[config.mk]
export PLATFORM = sky130hd
export DESIGN_NAME = teil_core
export DESIGN_NICKNAME = d
export VERILOG_FILES = /design/src/logic/teil_pkg.sv /design/src/logic/teil_core.sv /design/src/logic/teil_edge_det.sv
export SDC_FILE = /design/constraint.sdc
export NUM_CORES = 1
export LEC_CHECK = 0
export CORE_MARGIN = 4
export CORE_UTILIZATION = 55
export CTS_CLUSTER_DIAMETER = 50
export DETAILED_ROUTE_END_ITERATION = 8
export DONT_BUFFER_PORTS = 1
export PLACE_DENSITY = 0.79
export SYNTH_ARGS = -nofsm -noshare
export SYNTH_HDL_FRONTEND = slang
export SYNTH_SLANG_ARGS = --single-unit
[constraint.sdc]
create_clock -name clk_sys -period 4.1 [get_ports clk_sys]
set_clock_uncertainty 0.15 [all_clocks]
set_input_delay 1.23 -clock clk_sys [delete_from_list [all_inputs] [get_ports clk_sys]]
set_output_delay 1.23 -clock clk_sys [all_outputs]
set_load 0.1 [all_outputs]
[src/logic/teil_pkg.sv]
// Purpose: Shared constants for the trap and port edge interrupt logic
// Assumes: One clock, asynchronous active-high reset
// Notes:   Vector low bytes are even values from the base upward

// ==========================================================
// Package
package teil_pkg;

  // Opcode and memory constants
  localparam logic [7:0]  TRAP_OPCODE  = 8'h00;
  localparam logic [7:0]  STACK_LIMIT  = 8'h6F;
  localparam logic [14:0] PC_UNDERFLOW = 15'h7FFF;

  // Vector block layout
  localparam logic [7:0]  VEC_BASE     = 8'hE0;
  localparam logic [3:0]  IDX_DEFAULT  = 4'h0;
  localparam logic [3:0]  IDX_PORT     = 4'h1;
  localparam logic [3:0]  IDX_TRAP     = 4'hF;
  localparam int          NUM_PERIPH   = 13;

  // Values after reset
  localparam logic [7:0]  RST_BYTE     = 8'h00;
  localparam logic [14:0] RST_ADDR     = 15'h0000;

  // Service context, Gray coded along main-mask-trap
  typedef enum logic [1:0]
  {
    CTX_MAIN = 2'b00,
    CTX_MASK = 2'b01,
    CTX_TRAP = 2'b11
  } teil_ctx_t;

endpackage : teil_pkg

[src/logic/teil_core.sv]
// Purpose: Software trap pending logic, vector arbitration and port
//          edge interrupts with wakeup
// Assumes: Core gives one-cycle strobes for fetch, pop, vector select,
//          pending clear, returns and interrupt take
// Notes:   Trap pending flag has no address; it only leaves as a port
//          toward the core
//
// Behaviour
// [RL1] One hidden trap-pending flag, no address
// [RL2] Reset clears the trap-pending flag
// [RL3] Trap occurrence sets the flag to one
// [RL4] Clear instruction always clears; only other means (here a trap in the same cycle wins and keeps the flag set)
// [RL5] Fetched zero opcode raises software trap
// [RL6] Unmapped fetches return zero data
// [RL7] Pop past stack limit loads 7FFF
// [RL8] Trap highest priority, acknowledged immediately
// [RL9] Trap leaves global enable unchanged
// [RL10] Pending trap blocks others; vector to trap
// [RL11] Trap routine preempted only by traps
// [RL12] Trap pushes address of trapping opcode
// [RL13] Software clears flag then skip-returns
// [RL14] Eight port edge interrupts, one vector
// [RL15] Per-pin enable register
// [RL16] Per-pin rising or falling edge select
// [RL17] Edges latch into per-pin pending register
// [RL18] Group enable gates all port interrupts
// [RL19] Global enable gates interrupts overall
// [RL20] Wake without interrupt resumes next instruction
// [RL21] Wake with interrupt runs service first
// [RL22] Maskable never preempts running routine
// [RL23] Vector select writes even low byte
// [RL24] Port vector E2, trap vector FE
// [RL25] Port request needs pending, enables, global

// ==========================================================
// Top module
module teil_core
  import teil_pkg::*;
(
  // Clock and reset
  input  wire logic                  clk_sys,
  input  wire logic                  rst,
  // Program fetch from memory
  input  wire logic                  fetch_stb,
  input  wire logic                  fetch_hit,
  input  wire logic [7:0]            fetch_data,
  input  wire logic [14:0]           fetch_pc,
  // Stack pop
  input  wire logic                  pop_stb,
  input  wire logic [7:0]            pop_sp,
  // Instruction strobes from the core
  input  wire logic                  clr_pend_stb,
  input  wire logic                  vis_stb,
  input  wire logic                  ret_stb,
  input  wire logic                  int_take,
  input  wire logic                  gie_wr,
  input  wire logic                  gie_val,
  // Port interrupt configuration
  input  wire logic                  en_wr,
  input  wire logic [7:0]            en_val,
  input  wire logic                  edg_wr,
  input  wire logic [7:0]            edg_val,
  input  wire logic                  grp_wr,
  input  wire logic                  grp_val,
  input  wire logic [7:0]            pnd_clr,
  // Pins, peripherals and power state
  input  wire logic [7:0]            port_pin,
  input  wire logic [NUM_PERIPH-1:0] periph_req,
  input  wire logic                  low_power,
  // Toward the core
  output logic      [7:0]            ir_data_ff,
  output logic                       ir_valid_ff,
  output logic                       trap_ack_ff,
  output logic      [14:0]           trap_ret_addr_ff,
  output logic                       trap_pending_flag_ff,
  output logic                       pc_load_ff,
  output logic      [14:0]           pc_load_addr_ff,
  output logic                       int_req,
  output logic                       vis_done_ff,
  output logic      [7:0]            vis_low_ff,
  // Status
  output logic                       global_int_enable_ff,
  output logic      [7:0]            port_wake_enable_reg_ff,
  output logic      [7:0]            port_wake_edge_reg_ff,
  output logic      [7:0]            port_wake_pending_reg_ff,
  output logic                       port_int_group_enable_ff,
  output logic                       port_int_req,
  output logic                       wake_ff,
  output logic                       wake_isr_ff
);

  // ========================================================
  // Declarations
  function automatic logic [7:0] vec_low(input logic [3:0] idx);
    vec_low = VEC_BASE + {3'b000, idx, 1'b0};
  endfunction : vec_low

  logic [7:0]            edge_hit;
  logic [7:0]            fetched;
  logic                  trap_hit;
  logic                  port_act;
  logic [NUM_PERIPH+1:0] rank_req;
  logic [3:0]            win_idx;
  teil_ctx_t             ctx_ff;
  teil_ctx_t             nxt_ctx;
  logic [7:0]            nxt_ir;
  logic                  nxt_ir_valid;
  logic                  nxt_ack;
  logic [14:0]           nxt_ret;
  logic                  nxt_pend;
  logic                  nxt_pc_load;
  logic [14:0]           nxt_pc_addr;
  logic                  nxt_vis_done;
  logic [7:0]            nxt_vis_low;
  logic                  nxt_gie;
  logic [7:0]            nxt_en;
  logic [7:0]            nxt_edg;
  logic [7:0]            nxt_pnd;
  logic                  nxt_grp;
  logic                  nxt_wake;
  logic                  nxt_wake_isr;

  // ========================================================
  // Port edge detection
  teil_edge_det u_teil_edge_det
  (
    .clk_sys  (clk_sys),
    .rst      (rst),
    .port_pin (port_pin),
    .edge_sel (port_wake_edge_reg_ff),
    .edge_hit (edge_hit)
  );

  // ========================================================
  // Request and arbitration terms
  // Unmapped locations read back as zero opcode
  assign fetched  = fetch_hit ? fetch_data : RST_BYTE; // see [RL6]
  assign trap_hit = fetch_stb && (fetched == TRAP_OPCODE); // see [RL5]
  // Any enabled pending port bit under group enable
  assign port_act = |(port_wake_pending_reg_ff & port_wake_enable_reg_ff)
                    && port_int_group_enable_ff; // see [RL18]
  assign port_int_req = port_act && global_int_enable_ff; // see [RL25]
  assign rank_req = {periph_req, port_act, 1'b0}; // see [RL14]

  // Maskable request blocked by pending trap or open routine
  assign int_req = !trap_pending_flag_ff && (ctx_ff == CTX_MAIN)
                   && global_int_enable_ff
                   && (|rank_req); // see [RL10] [RL19] [RL22]

  // Highest ranked active source, trap above all
  always_comb
  begin
    win_idx = IDX_DEFAULT;
    for (int i = 1; i <= NUM_PERIPH + 1; i++)
    begin
      if (rank_req[i])
      begin
        win_idx = 4'(i);
      end
    end
    if (trap_pending_flag_ff)
    begin
      win_idx = IDX_TRAP; // see [RL8] [RL10]
    end
  end

  // ========================================================
  // Trap, fetch and vector next state
  always_comb
  begin
    nxt_ir       = ir_data_ff;
    nxt_ir_valid = fetch_stb;
    nxt_ack      = trap_hit; // see [RL8]
    nxt_ret      = trap_ret_addr_ff;
    nxt_pc_load  = 1'b0;
    nxt_pc_addr  = pc_load_addr_ff;
    nxt_vis_done = vis_stb;
    nxt_vis_low  = vis_low_ff;
    if (fetch_stb)
    begin
      nxt_ir = fetched;
    end
    if (trap_hit)
    begin
      nxt_ret = fetch_pc; // see [RL12]
    end
    // Set wins over the clear instruction
    nxt_pend = trap_hit
               || (trap_pending_flag_ff && !clr_pend_stb); // see [RL3] [RL4]
    if (pop_stb && (pop_sp > STACK_LIMIT))
    begin
      nxt_pc_load = 1'b1; // see [RL7]
      nxt_pc_addr = PC_UNDERFLOW;
    end
    if (vis_stb)
    begin
      nxt_vis_low = vec_low(win_idx); // see [RL23] [RL24]
    end
  end

  // Service context and global enable
  always_comb
  begin
    nxt_ctx = ctx_ff;
    nxt_gie = global_int_enable_ff;
    case (ctx_ff)
      CTX_MAIN:
      begin
        if (int_take)
        begin
          nxt_ctx = CTX_MASK;
        end
      end
      CTX_MASK:
      begin
        if (ret_stb)
        begin
          nxt_ctx = CTX_MAIN;
        end
      end
      CTX_TRAP:
      begin
        if (ret_stb)
        begin
          nxt_ctx = CTX_MAIN;
        end
      end
      default:
      begin
        nxt_ctx = CTX_MAIN;
      end
    endcase
    // Trap preempts any context; maskables never do
    if (trap_hit)
    begin
      nxt_ctx = CTX_TRAP; // see [RL11] [RL22]
    end
    if (gie_wr)
    begin
      nxt_gie = gie_val;
    end
    // Taking a maskable closes the gate; a trap leaves it
    if (int_take)
    begin
      nxt_gie = 1'b0; // see [RL9]
    end
  end

  // Port registers and wakeup
  always_comb
  begin
    nxt_en  = en_wr  ? en_val  : port_wake_enable_reg_ff; // see [RL15]
    nxt_edg = edg_wr ? edg_val : port_wake_edge_reg_ff; // see [RL16]
    nxt_grp = grp_wr ? grp_val : port_int_group_enable_ff;
    // Edge set wins over software clear
    nxt_pnd = edge_hit
              | (port_wake_pending_reg_ff & ~pnd_clr); // see [RL17]
    nxt_wake = low_power
               && (|(port_wake_pending_reg_ff & port_wake_enable_reg_ff));
    nxt_wake_isr = nxt_wake && port_int_req; // see [RL20] [RL21]
  end

  // ========================================================
  // Registers
  always_ff @(posedge clk_sys or posedge rst)
  begin
    if (rst)
    begin
      ir_data_ff               <= RST_BYTE;
      ir_valid_ff              <= 1'b0;
      trap_ack_ff              <= 1'b0;
      trap_ret_addr_ff         <= RST_ADDR;
      trap_pending_flag_ff     <= 1'b0; // see [RL2]
      pc_load_ff               <= 1'b0;
      pc_load_addr_ff          <= RST_ADDR;
      vis_done_ff              <= 1'b0;
      vis_low_ff               <= RST_BYTE;
      ctx_ff                   <= CTX_MAIN;
      global_int_enable_ff     <= 1'b0;
      port_wake_enable_reg_ff  <= RST_BYTE;
      port_wake_edge_reg_ff    <= RST_BYTE;
      port_wake_pending_reg_ff <= RST_BYTE;
      port_int_group_enable_ff <= 1'b0;
      wake_ff                  <= 1'b0;
      wake_isr_ff              <= 1'b0;
    end
    else
    begin
      ir_data_ff               <= nxt_ir;
      ir_valid_ff              <= nxt_ir_valid;
      trap_ack_ff              <= nxt_ack;
      trap_ret_addr_ff         <= nxt_ret;
      trap_pending_flag_ff     <= nxt_pend; // see [RL1]
      pc_load_ff               <= nxt_pc_load;
      pc_load_addr_ff          <= nxt_pc_addr;
      vis_done_ff              <= nxt_vis_done;
      vis_low_ff               <= nxt_vis_low;
      ctx_ff                   <= nxt_ctx;
      global_int_enable_ff     <= nxt_gie;
      port_wake_enable_reg_ff  <= nxt_en;
      port_wake_edge_reg_ff    <= nxt_edg;
      port_wake_pending_reg_ff <= nxt_pnd;
      port_int_group_enable_ff <= nxt_grp;
      wake_ff                  <= nxt_wake;
      wake_isr_ff              <= nxt_wake_isr;
    end
  end

  // ========================================================
  // Assertions
  property p_trap_set;
    @(posedge clk_sys) disable iff (rst)
    (fetch_stb && fetch_hit && fetch_data == 8'h00)
      |=> (trap_pending_flag_ff && trap_ack_ff);
  endproperty
  a_trap_set: assert property (p_trap_set) // see [RL3] [RL5] [RL8]
    else $error("zero opcode did not raise trap");

  property p_unmapped_zero;
    @(posedge clk_sys) disable iff (rst)
    (fetch_stb && !fetch_hit)
      |=> (ir_data_ff == 8'h00) && trap_pending_flag_ff;
  endproperty
  a_unmapped_zero: assert property (p_unmapped_zero) // see [RL6]
    else $error("unmapped fetch not zero");

  property p_clear;
    @(posedge clk_sys) disable iff (rst)
    (clr_pend_stb && !trap_hit) |=> !trap_pending_flag_ff;
  endproperty
  a_clear: assert property (p_clear) // see [RL4]
    else $error("clear instruction left flag set");

  property p_hold;
    @(posedge clk_sys) disable iff (rst)
    (trap_pending_flag_ff && !clr_pend_stb) |=> trap_pending_flag_ff;
  endproperty
  a_hold: assert property (p_hold) // see [RL4]
    else $error("flag cleared without clear instruction");

  property p_underflow;
    @(posedge clk_sys) disable iff (rst)
    (pop_stb && pop_sp > 8'h6F)
      |=> pc_load_ff && (pc_load_addr_ff == 15'h7FFF);
  endproperty
  a_underflow: assert property (p_underflow) // see [RL7]
    else $error("stack underflow did not load 7FFF");

  property p_block;
    @(posedge clk_sys) disable iff (rst)
    trap_pending_flag_ff |-> !int_req;
  endproperty
  a_block: assert property (p_block) // see [RL10]
    else $error("maskable request during pending trap");

  property p_vis_trap;
    @(posedge clk_sys) disable iff (rst)
    (vis_stb && trap_pending_flag_ff)
      |=> vis_done_ff && (vis_low_ff == 8'hFE);
  endproperty
  a_vis_trap: assert property (p_vis_trap) // see [RL23] [RL24]
    else $error("vector select missed trap vector");

  property p_vis_port;
    @(posedge clk_sys) disable iff (rst)
    (vis_stb && !trap_pending_flag_ff && periph_req == '0 && port_act)
      |=> (vis_low_ff == 8'hE2);
  endproperty
  a_vis_port: assert property (p_vis_port) // see [RL24]
    else $error("port vector not E2");

  property p_gie_kept;
    @(posedge clk_sys) disable iff (rst)
    (trap_hit && !gie_wr && !int_take) |=> $stable(global_int_enable_ff);
  endproperty
  a_gie_kept: assert property (p_gie_kept) // see [RL9]
    else $error("trap changed global enable");

  property p_ret_addr;
    @(posedge clk_sys) disable iff (rst)
    trap_hit |=> (trap_ret_addr_ff == $past(fetch_pc));
  endproperty
  a_ret_addr: assert property (p_ret_addr) // see [RL12]
    else $error("trap return address wrong");

  property p_edge_latch;
    @(posedge clk_sys) disable iff (rst)
    (edge_hit != 8'h00)
      |=> ((port_wake_pending_reg_ff & $past(edge_hit))
           == $past(edge_hit));
  endproperty
  a_edge_latch: assert property (p_edge_latch) // see [RL17]
    else $error("edge not latched as pending");

endmodule : teil_core

[src/logic/teil_edge_det.sv]
// Purpose: Synchronise eight port pins and flag the selected edge
// Assumes: Pins are asynchronous to clk_sys
// Notes:   Edge select 1 picks falling, 0 picks rising

// ==========================================================
// Edge detector
module teil_edge_det
  import teil_pkg::*;
(
  // Clock and reset
  input  wire logic       clk_sys,
  input  wire logic       rst,
  // Pins and trigger select
  input  wire logic [7:0] port_pin,
  input  wire logic [7:0] edge_sel,
  // One-cycle edge hits
  output logic      [7:0] edge_hit
);

  logic [7:0] sync1_ff;
  logic [7:0] sync2_ff;
  logic [7:0] prev_ff;
  logic [7:0] nxt_sync1;
  logic [7:0] nxt_sync2;
  logic [7:0] nxt_prev;

  // Next values of the synchroniser chain
  always_comb
  begin
    nxt_sync1 = port_pin;
    nxt_sync2 = sync1_ff;
    nxt_prev  = sync2_ff;
  end

  // Synchroniser and history registers
  always_ff @(posedge clk_sys or posedge rst)
  begin
    if (rst)
    begin
      sync1_ff <= RST_BYTE;
      sync2_ff <= RST_BYTE;
      prev_ff  <= RST_BYTE;
    end
    else
    begin
      sync1_ff <= nxt_sync1;
      sync2_ff <= nxt_sync2;
      prev_ff  <= nxt_prev;
    end
  end

  // Rising or falling edge per pin
  assign edge_hit = (edge_sel & ~sync2_ff & prev_ff)
                  | (~edge_sel & sync2_ff & ~prev_ff); // see [RL16]

endmodule : teil_edge_det

==> results.txt, run 1 <==
----------------------------------------------------
[GRT]
  Layer with the highest usage after global routing ... met2
  Number of global-route vias before repair ... 2095
  Number of antenna violations at the first check in global routing ... 1
  Remaining global-route overflow ... 0
  Met3 GRT Util ... 0.0728
  GR Layer Usage met2 ... 0.277
  Met1 Usage GRT ... 0.228
  Wire length of the first global-routing pass ... 10300 um
  Pin count of the biggest net entering global routing ... 48
  Overall global routing resource usage ... 0.181

[Min path]
  Min-delay worst type ... flop to flop
  Depth of the worst hold-timing path ... 0
  Start point of the worst hold path ... u_teil_edge_det.nxt_sync2[6]

[Layout]
  Filler Cells Inserted ... 459
  Fraction of final layout cells sized beyond drive strength 1 ... 0.277
  Area of combinational cells with multiple inputs ... 982 um^2
  Non-filler instance count after layout ... 364
  Area growth from synthesis to final layout ... 12.2%
  Final cell area excluding filler cells ... 3840 um^2
  Commonest non-fill, non-tap cell in the layout ... sky130_fd_sc_hd__dfrtp_1
  Top library cells by usage in the layout, fill and taps aside ... 86 x sky130_fd_sc_hd__dfrtp_1, 28 x sky130_fd_sc_hd__nand2_1, 26 x sky130_fd_sc_hd__mux2_2
  Area taken by flip-flops and latches ... 2210 um^2
  Net count reported at finish ... 378
  Diodes inserted ... 0

[Clock tree]
  Number of buffers inserted for hold repair after clock tree synthesis ... 0
  Sink count of the clock tree ... 88
  Clock tree root driver cell ... sky130_fd_sc_hd__clkbuf_8
  Number of gates resized after CTS ... 0
  Reg clk slew, reported paths ... 80 ps
  H-tree Lvls ... 3
  Clock Path Buffers ... 2
  Clock tree from TritonCTS ... built
  Cts bufs inserted ... 9
  Insertion delay of the later-clocked pin in the worst-skew pair ... 350 ps
  Post-CTS Repair Setup Buffers ... 0

[Power]
  Share of power burned in the clock network ... 0.293
  Flop pwr share ... 0.565
  Internal power ... 1.43 mW
  Power density cells ... 610 nW/um^2
  Leakage component of the power ... 1.75 nW
  Worst ir drop on vdd ... 0.000385 V
  Total net switching power ... 907 uW
  Power share of the combinational group ... 0.142
  Switching part of the total ... 0.388

[STA]
  Setup repair after global routing missed its margin ... no
  Fin crit period ... 3920 ps
  Worst slew pin tran ... 1010 ps
  Relative max-transition margin ... 0.329
  Maximum operating frequency ... 0.255 GHz
  Final-report setup violation count ... 0
  Final worst-path cycle share ... 0.955
  Hold Violations, Final ... 0
  Sum Neg Setup Slack ... 0 ps
  Final worst slack ... 183 ps
  Max Transition Viols Final ... 0

[Flow run]
  Total of max-cap violations ... 0

[Worst setup path]
  CP Launch Point ... periph_req[6]
  Endpoint class of the critical path ... output pin
  Worst-case register-to-register setup slack ... 2050 ps
  Worst reg2reg path startpoint ... port_wake_pending_reg_ff[6]
  Crit path required time ... 2720 ps
  Critical path class ... primary input to output pin
  Max Fanout on Critical Path ... 3
  Cell depth of the worst flop-to-flop path ... 4
  CP arrival ... 2540 ps
  Critical register-to-register path endpoint ... wake_isr_ff
  Endpoint of the worst setup timing path ... int_req
  Critical Path Start Type ... primary input

[Synthesis]
  #FFs+latches synth ... 88
  Predominant post-synthesis flop cell ... sky130_fd_sc_hd__dfrtp_1
  Share of the yosys chip area belonging to registers ... 0.644
  Total standard cell area after synthesis ... 3420 um^2
  Gate count of the mapped netlist ... 273
  Mean instance size in the synthesized netlist ... 12.5 um^2
  Ys async rst share ... 1.00
  Count of unique library cells instantiated by Yosys ... 35
  Syn nets ... 365
  Count of flip-flops with a built-in enable after synthesis ... 0
  Number of warnings issued by yosys ... 0

[Die]
  Die ar. ... 7550 um^2
  Number of cell rows ... 28
  Chip Height ... 86.9 um
  # IOs ... 173
  Die outline width ... 86.9 um
  Starting Density ... 0.571
  Placeable core region ... 5990 um^2

[Route]
  Routed Antenna Nets ... 0
  Per-cell via count in the routed design ... 5.61
  Detailed Routing Iterations Pass 1 ... 4
  Initial DRC count ... 84
  Overall routed net length ... 6700 um
  Drt wl/cell ... 18.4 um
  Number of DRC violations after detailed routing ... 0
  Via total after detailed routing ... 2043

[Placed design]
  Worst slack at placement ... 192 ps
  Placed cell count ... 350
  Dpl hpwl ... 5160 um
  RD Place Congestion ... 0.830
  Cell area after placement ... 3610 um^2
  Total of buffers placed on input and output ports ... 0

[Outcome]
  Result of the run ... finished, final reports clean

----------------------------------------------------
-- state kept, by name, summed over array words and instances (netlist names) --
name                       flops
port_wake_pending_reg_ff       8
pc_load_ff                     1
trap_ack_ff                    1
port_int_group_enable_ff       1
vis_done_ff                    1
pc_load_addr_ff                1
u_teil_edge_det.nxt_prev       8
wake_ff                        1
trap_ret_addr_ff              15
vis_low_ff                     5
trap_pending_flag_ff           1
port_wake_edge_reg_ff          8
wake_isr_ff                    1
ir_valid_ff                    1
ir_data_ff                     8
u_teil_edge_det.nxt_sync2      8
ctx_ff                         2
global_int_enable_ff           1
u_teil_edge_det.prev_ff        8
port_wake_enable_reg_ff        8
-- cell usage after synthesis, types with 2 or more instances --
cell	count	area, um^2
sky130_fd_sc_hd__nand2_1	28	105
sky130_fd_sc_hd__inv_1	22	82.6
sky130_fd_sc_hd__mux2_2	26	293
sky130_fd_sc_hd__o221ai_1	9	78.8
sky130_fd_sc_hd__and3_1	2	12.5
sky130_fd_sc_hd__o21ai_0	12	60.1
sky130_fd_sc_hd__clkbuf_1	5	18.8
sky130_fd_sc_hd__nor4_1	2	12.5
sky130_fd_sc_hd__or2_2	2	12.5
sky130_fd_sc_hd__o22a_1	2	17.5
sky130_fd_sc_hd__nand3_1	2	10.0
sky130_fd_sc_hd__or4_1	4	30.0
sky130_fd_sc_hd__a21oi_1	4	20.0
sky130_fd_sc_hd__mux2_4	6	90.1
sky130_fd_sc_hd__nor3_1	2	10.0
sky130_fd_sc_hd__nor2b_1	3	18.8
sky130_fd_sc_hd__nor2_1	16	60.1
sky130_fd_sc_hd__and2_1	3	18.8
sky130_fd_sc_hd__dfrtp_1	88	2200
sky130_fd_sc_hd__buf_4	17	128
sky130_fd_sc_hd__a22oi_1	4	30.0
-- worst max-delay path, cell delays in order --
cell                      delay, ps
sky130_fd_sc_hd__or4_1          570
sky130_fd_sc_hd__nor4_1         220
sky130_fd_sc_hd__and3_1         220
sky130_fd_sc_hd__a21oi_2         60
sky130_fd_sc_hd__buf_4          230
-- how the worst min path moves through the flow --
stage                                  endpoint
floorplan           u_teil_edge_det.nxt_prev[0]
detailed placement  u_teil_edge_det.nxt_prev[0]
global placement    u_teil_edge_det.nxt_prev[1]
finish              u_teil_edge_det.nxt_prev[6]
global route        u_teil_edge_det.nxt_prev[0]
CTS                 u_teil_edge_det.nxt_prev[6]
-- through the flow --
| step | hold WS [ps] | power [mW] | util |
|---|---|---|---|
| final | 203 | 2.34 | 0.641 |
| after global routing | 216 | 2.44 | 0.641 |
| after CTS | 204 | 2.37 | 0.641 |
| after detailed placement | 185 | 1.68 | 0.602 |
| after global placement | 182 | 1.67 | 0.602 |
| after floorplan | 181 | 1.61 | - |
-- logic make-up (layout without fill, tap and decap cells) --
group | after synthesis | count (layout) | share of synthesized area
buf+inv | 45 | 61 | 0.0702
other cells | 1 | 1 | 0.00110
compound gates | 38 | 38 | 0.0765
flops | 88 | 88 | 0.644
mux | 33 | 33 | 0.115
simple gates | 68 | 68 | 0.0936
-- per-layer routing --
layer	share of wire	vias to the layer above	wire (um)
met5	0.0019	-	13
met4	0.014	2	96
met3	0.11	13	756
met2	0.50	119	3350
met1	0.37	971	2490
li1	-	938	-
-- power groups by stage --
stage | Clock, mW | Sequential [mW] | Combinational [mW]
3_3_place_gp | 0 | 1.34 | 0.330
2_1_floorplan | 0 | 1.48 | 0.128
6_report | 0.687 | 1.32 | 0.333
3_5_place_dp | 0 | 1.34 | 0.337
4_1_cts | 0.707 | 1.32 | 0.337
5_1_grt | 0.754 | 1.33 | 0.354
-- cell type report --
class                           instances  share of cell area
Timing Repair Buffer                   25              0.0626
Clock inverter                          5              0.0280
Multi-Input combinational cell        140               0.256
Clock buffer                            9              0.0323
Sequential cell                        88               0.575
Tap cell                               75              0.0244
Inverter                               22              0.0218
No activity file was read; power rests on OpenSTA's default activity.
==> inputs of run 2 (changes only) <==
Settings changed: CORE_UTILIZATION 55 to 35, PLACE_DENSITY 0.79 to 0.58.
==> results.txt, run 2 (synthesis gave the netlist of run 1 again) <==
----------------------------------------------------
[Die]
  Die outline width ... 107 um
  # IOs ... 173
  Starting Density ... 0.365
  Die ar. ... 11400 um^2
  Chip Height ... 107 um
  Number of cell rows ... 35
  Placeable core region ... 9370 um^2

[Clock tree]
  Post-CTS Repair Setup Buffers ... 0
  Cts bufs inserted ... 9
  Sink count of the clock tree ... 88
  Number of buffers inserted for hold repair after clock tree synthesis ... 0
  Clock tree from TritonCTS ... built
  H-tree Lvls ... 3
  Clock Path Buffers ... 2
  Reg clk slew, reported paths ... 80 ps
  Clock tree root driver cell ... sky130_fd_sc_hd__clkbuf_8
  Insertion delay of the later-clocked pin in the worst-skew pair ... 340 ps
  Number of gates resized after CTS ... 0

[Worst setup path]
  Worst-case register-to-register setup slack ... 2020 ps
  Crit path largest cell delay ... 570 ps
  Number of buffers and inverters on the critical path ... 1
  Endpoint class of the critical path ... output pin
  Critical path class ... primary input to output pin
  Crit path required time ... 2720 ps
  Cell Chain, Critical Path ... or4_1, nor4_1, and3_1, a21oi_2, buf_4
  Slowest cell on crit path ... sky130_fd_sc_hd__or4_1
  Max Fanout on Critical Path ... 3
  Critical Path Stages ... 5
  Cell depth of the worst flop-to-flop path ... 4
  Critical Path Start Type ... primary input
  CP arrival ... 2470 ps
  Kind of cell adding the most delay to the critical path ... simple AND/OR/NAND/NOR gates
  Worst reg2reg path startpoint ... port_wake_pending_reg_ff[2]
  Critical register-to-register path endpoint ... wake_isr_ff

[Placed design]
  RD Place Congestion ... 0.716
  Total of buffers placed on input and output ports ... 0
  Dpl hpwl ... 5320 um

[GRT]
  Pin count of the biggest net entering global routing ... 89
  Number of antenna violations at the first check in global routing ... 1
  Overall global routing resource usage ... 0.128
  Wire length of the first global-routing pass ... 11300 um
  Remaining global-route overflow ... 0
  Number of global-route vias before repair ... 2196

[Route]
  Initial DRC count ... 122
  Detailed Routing Iterations Pass 1 ... 4
  Overall routed net length ... 7070 um
  Routed Antenna Nets ... 0
  Per-cell via count in the routed design ... 4.90
  Via total after detailed routing ... 2049
  Number of DRC violations after detailed routing ... 0
  Drt wl/cell ... 16.9 um

[Layout]
  Diodes inserted ... 0
  Net count reported at finish ... 376
  Number of flip-flops under the largest register name ... 15
  Fraction of final layout cells sized beyond drive strength 1 ... 0.277
  Top reg by flops ... trap_ret_addr_ff
  Top library cells by usage in the layout, fill and taps aside ... 86 x sky130_fd_sc_hd__dfrtp_1, 28 x sky130_fd_sc_hd__nand2_1, 26 x sky130_fd_sc_hd__mux2_2
  Area growth from synthesis to final layout ... 13.6%
  Commonest non-fill, non-tap cell in the layout ... sky130_fd_sc_hd__dfrtp_1

[STA]
  Worst slew pin tran ... 1000 ps
  Max Transition Viols Final ... 0
  Setup repair after global routing missed its margin ... no
  Final worst-path cycle share ... 0.940
  Relative max-transition margin ... 0.331
  Hold Violations, Final ... 0
  Maximum operating frequency ... 0.259 GHz
  Fin crit period ... 3850 ps
  Final-report setup violation count ... 0
  Sum Neg Setup Slack ... 0 ps

[Flow run]
  Total of max-cap violations ... 0

[Min path]
  Min-delay worst type ... flop to flop
  Depth of the worst hold-timing path ... 0
  Start point of the worst hold path ... u_teil_edge_det.nxt_sync2[4]
  End point of the worst hold path ... u_teil_edge_det.nxt_prev[4]

[Power]
  Overall power consumption ... 2.34 mW
  Worst ir drop on vdd ... 0.000299 V
  Leakage component of the power ... 1.73 nW
  Power density cells ... 602 nW/um^2

[Outcome]
  Result of the run ... finished, final reports clean

----------------------------------------------------
[run 2: cell count changes in the layout (fill, tap and decap cells not counted), sizes merged]
cell and change:
buf -2, clkbuf +1, inv +3, bufinv -1, clkinvlp +1, clkinv -2
[run 2: worst max path at each step]
stage                        startpoint      end  slack, ps
after floorplan           periph_req[7]  int_req        310
after global placement    periph_req[6]  int_req        210
after detailed placement  periph_req[6]  int_req        230
after CTS                 periph_req[6]  int_req        230
after global routing      periph_req[6]  int_req        140
final                     periph_req[6]  int_req        250
[run 2: cell type report]
class	count	area, um^2
fillers	915	5490
inverters	22	83.8
flip-flops and latches	88	2210
clock buffers	10	138
well taps	129	161
repair buffers	23	218
multi-input cells	140	982
clock inverters	6	96.3
[run 2: per-layer routing]
metal	global-route usage	part of all wire	up-vias
met5	0	0.00099	-
met4	0.0438	0.013	2
met3	0.0596	0.10	8
met2	0.209	0.50	96
met1	0.150	0.38	1011
li1	-	-	932
[run 2: metrics by stage]
step / util / worst slack [ps] / cells / area (um^2) / hold WS, ps
2_1_floorplan: - / 308 / 273 / 3420 / 181
3_3_place_gp: 0.390 / 208 / 402 / 3650 / 183
3_5_place_dp: 0.390 / 235 / 402 / 3650 / 185
4_1_cts: 0.415 / 232 / 418 / 3890 / 204
5_1_grt: 0.415 / 145 / 418 / 3890 / 214
6_report: 0.415 / 246 / 418 / 3890 / 202
[run 2: power by group]
part	total (mW)	switching (mW)	internal (mW)
Sequential	1.32	0.385	0.937
Combinational	0.334	0.237	0.0971
Clock	0.682	0.314	0.369
==> inputs of run 3 (changes only) <==
Clock period 4.1 ns to 3.9 ns, I/O delays scaled along.
==> results.txt, run 3 (synthesis gave the netlist of run 1 again) <==
----------------------------------------------------
[Min path]
  End point of the worst hold path ... u_teil_edge_det.nxt_prev[1]
  Min-delay worst type ... flop to flop
  Start point of the worst hold path ... u_teil_edge_det.nxt_sync2[1]
  Depth of the worst hold-timing path ... 0

[Worst setup path]
  Cell depth of the worst flop-to-flop path ... 4
  Worst reg2reg path startpoint ... port_wake_enable_reg_ff[2]
  Max Fanout on Critical Path ... 3
  CP arrival ... 2450 ps
  Worst-case register-to-register setup slack ... 1820 ps
  Critical path class ... primary input to output pin
  Endpoint class of the critical path ... output pin
  Critical register-to-register path endpoint ... wake_isr_ff
  Critical Path Start Type ... primary input
  Crit path required time ... 2580 ps

[Die]
  Chip Height ... 107 um
  # IOs ... 173
  Number of cell rows ... 35
  Die ar. ... 11400 um^2
  Placeable core region ... 9370 um^2
  Starting Density ... 0.365
  Die outline width ... 107 um

[Clock tree]
  Cts bufs inserted ... 9
  Clock tree root driver cell ... sky130_fd_sc_hd__clkbuf_8
  H-tree Lvls ... 3
  Post-CTS Repair Setup Buffers ... 0
  Sink count of the clock tree ... 88
  Reg clk slew, reported paths ... 100 ps
  Number of gates resized after CTS ... 0
  Insertion delay of the later-clocked pin in the worst-skew pair ... 350 ps
  Number of buffers inserted for hold repair after clock tree synthesis ... 0
  Clock Path Buffers ... 2
  Clock tree from TritonCTS ... built

[Power]
  Leakage component of the power ... 1.72 nW
  Overall power consumption ... 2.38 mW
  Worst ir drop on vdd ... 0.000177 V
  Power density cells ... 616 nW/um^2

[Layout]
  Top library cells by usage in the layout, fill and taps aside ... 86 x sky130_fd_sc_hd__dfrtp_1, 28 x sky130_fd_sc_hd__nand2_1, 26 x sky130_fd_sc_hd__mux2_2
  Final cell area excluding filler cells ... 3860 um^2
  Top reg by flops ... trap_ret_addr_ff
  Number of flip-flops under the largest register name ... 15
  Diodes inserted ... 0
  Fraction of final layout cells sized beyond drive strength 1 ... 0.279
  Area growth from synthesis to final layout ... 12.9%
  Net count reported at finish ... 377
  Commonest non-fill, non-tap cell in the layout ... sky130_fd_sc_hd__dfrtp_1

[Placed design]
  Total of buffers placed on input and output ports ... 0
  Cell area after placement ... 3660 um^2
  RD Place Congestion ... 0.692
  Dpl hpwl ... 5280 um

[Route]
  Number of DRC violations after detailed routing ... 0
  Routed Antenna Nets ... 0
  Detailed Routing Iterations Pass 1 ... 4
  Drt wl/cell ... 16.5 um
  Initial DRC count ... 112
  Overall routed net length ... 6910 um
  Per-cell via count in the routed design ... 4.87
  Via total after detailed routing ... 2042

[GRT]
  Pin count of the biggest net entering global routing ... 63
  Number of global-route vias before repair ... 2211
  Overall global routing resource usage ... 0.123
  Remaining global-route overflow ... 0
  Number of antenna violations at the first check in global routing ... 1
  Wire length of the first global-routing pass ... 10900 um

[STA]
  Hold Violations, Final ... 0
  Final-report setup violation count ... 0
  Relative max-transition margin ... 0.334
  Sum Neg Setup Slack ... 0 ps
  Fin crit period ... 3770 ps
  Maximum operating frequency ... 0.265 GHz
  Worst slew pin tran ... 999 ps
  Max Transition Viols Final ... 0
  Setup repair after global routing missed its margin ... no
  Final worst-path cycle share ... 0.967

[Outcome]
  Result of the run ... finished, final reports clean

[Flow run]
  Total of max-cap violations ... 0

----------------------------------------------------
-- run 3: report_power, final --
| part | total (mW) | internal, mW | switching, mW | leakage (nW) |
|---|---|---|---|---|
| clock network | 0.638 | 0.303 | 0.336 | 0.0977 |
| registers | 1.38 | 0.985 | 0.396 | 1.04 |
| logic | 0.359 | 0.103 | 0.256 | 0.586 |
| total | 2.38 | 1.39 | 0.988 | 1.72 |
-- run 3: critical path, cell delays in order --
cell and delay [ps]:
sky130_fd_sc_hd__or4_1 570, sky130_fd_sc_hd__nor4_1 220, sky130_fd_sc_hd__and3_1 220, sky130_fd_sc_hd__a21oi_2 50, sky130_fd_sc_hd__buf_4 230
-- run 3: area by class of cell --
cell class | instances | area, um^2
fill | 904 | 5510
sequential | 88 | 2210
multi-input combinational | 140 | 982
timing repair buffer | 24 | 225
tap | 129 | 161
clock buffer | 9 | 124
inverter | 22 | 83.8
clock inverter | 7 | 78.8
-- run 3: worst max path at each step --
stage	start	endpoint	slack, ps	depth (start not counted)
finish	periph_req[6]	int_req	130	5
global route	periph_req[6]	int_req	50	5
CTS	periph_req[6]	int_req	130	5
detailed placement	periph_req[6]	int_req	130	5
global placement	periph_req[6]	int_req	130	5
floorplan	periph_req[7]	int_req	230	4
-- run 3: per-stage QoR --
stage,instances,setup WS [ps],util,hold WS (ps)
floorplan,273,228,-,181
detailed placement,403,134,0.391,185
CTS,419,129,0.412,198
global placement,403,127,0.391,182
finish,419,127,0.412,193
global route,419,47.1,0.412,203
-- run 3: per-layer routing --
| metal | routed length, um | vias to the layer above | global-route usage |
|---|---|---|---|
| met5 | 7 | - | 0 |
| met4 | 148 | 2 | 0.0658 |
| met3 | 642 | 14 | 0.0421 |
| met2 | 3400 | 94 | 0.196 |
| met1 | 2710 | 996 | 0.147 |
| li1 | - | 936 | - |
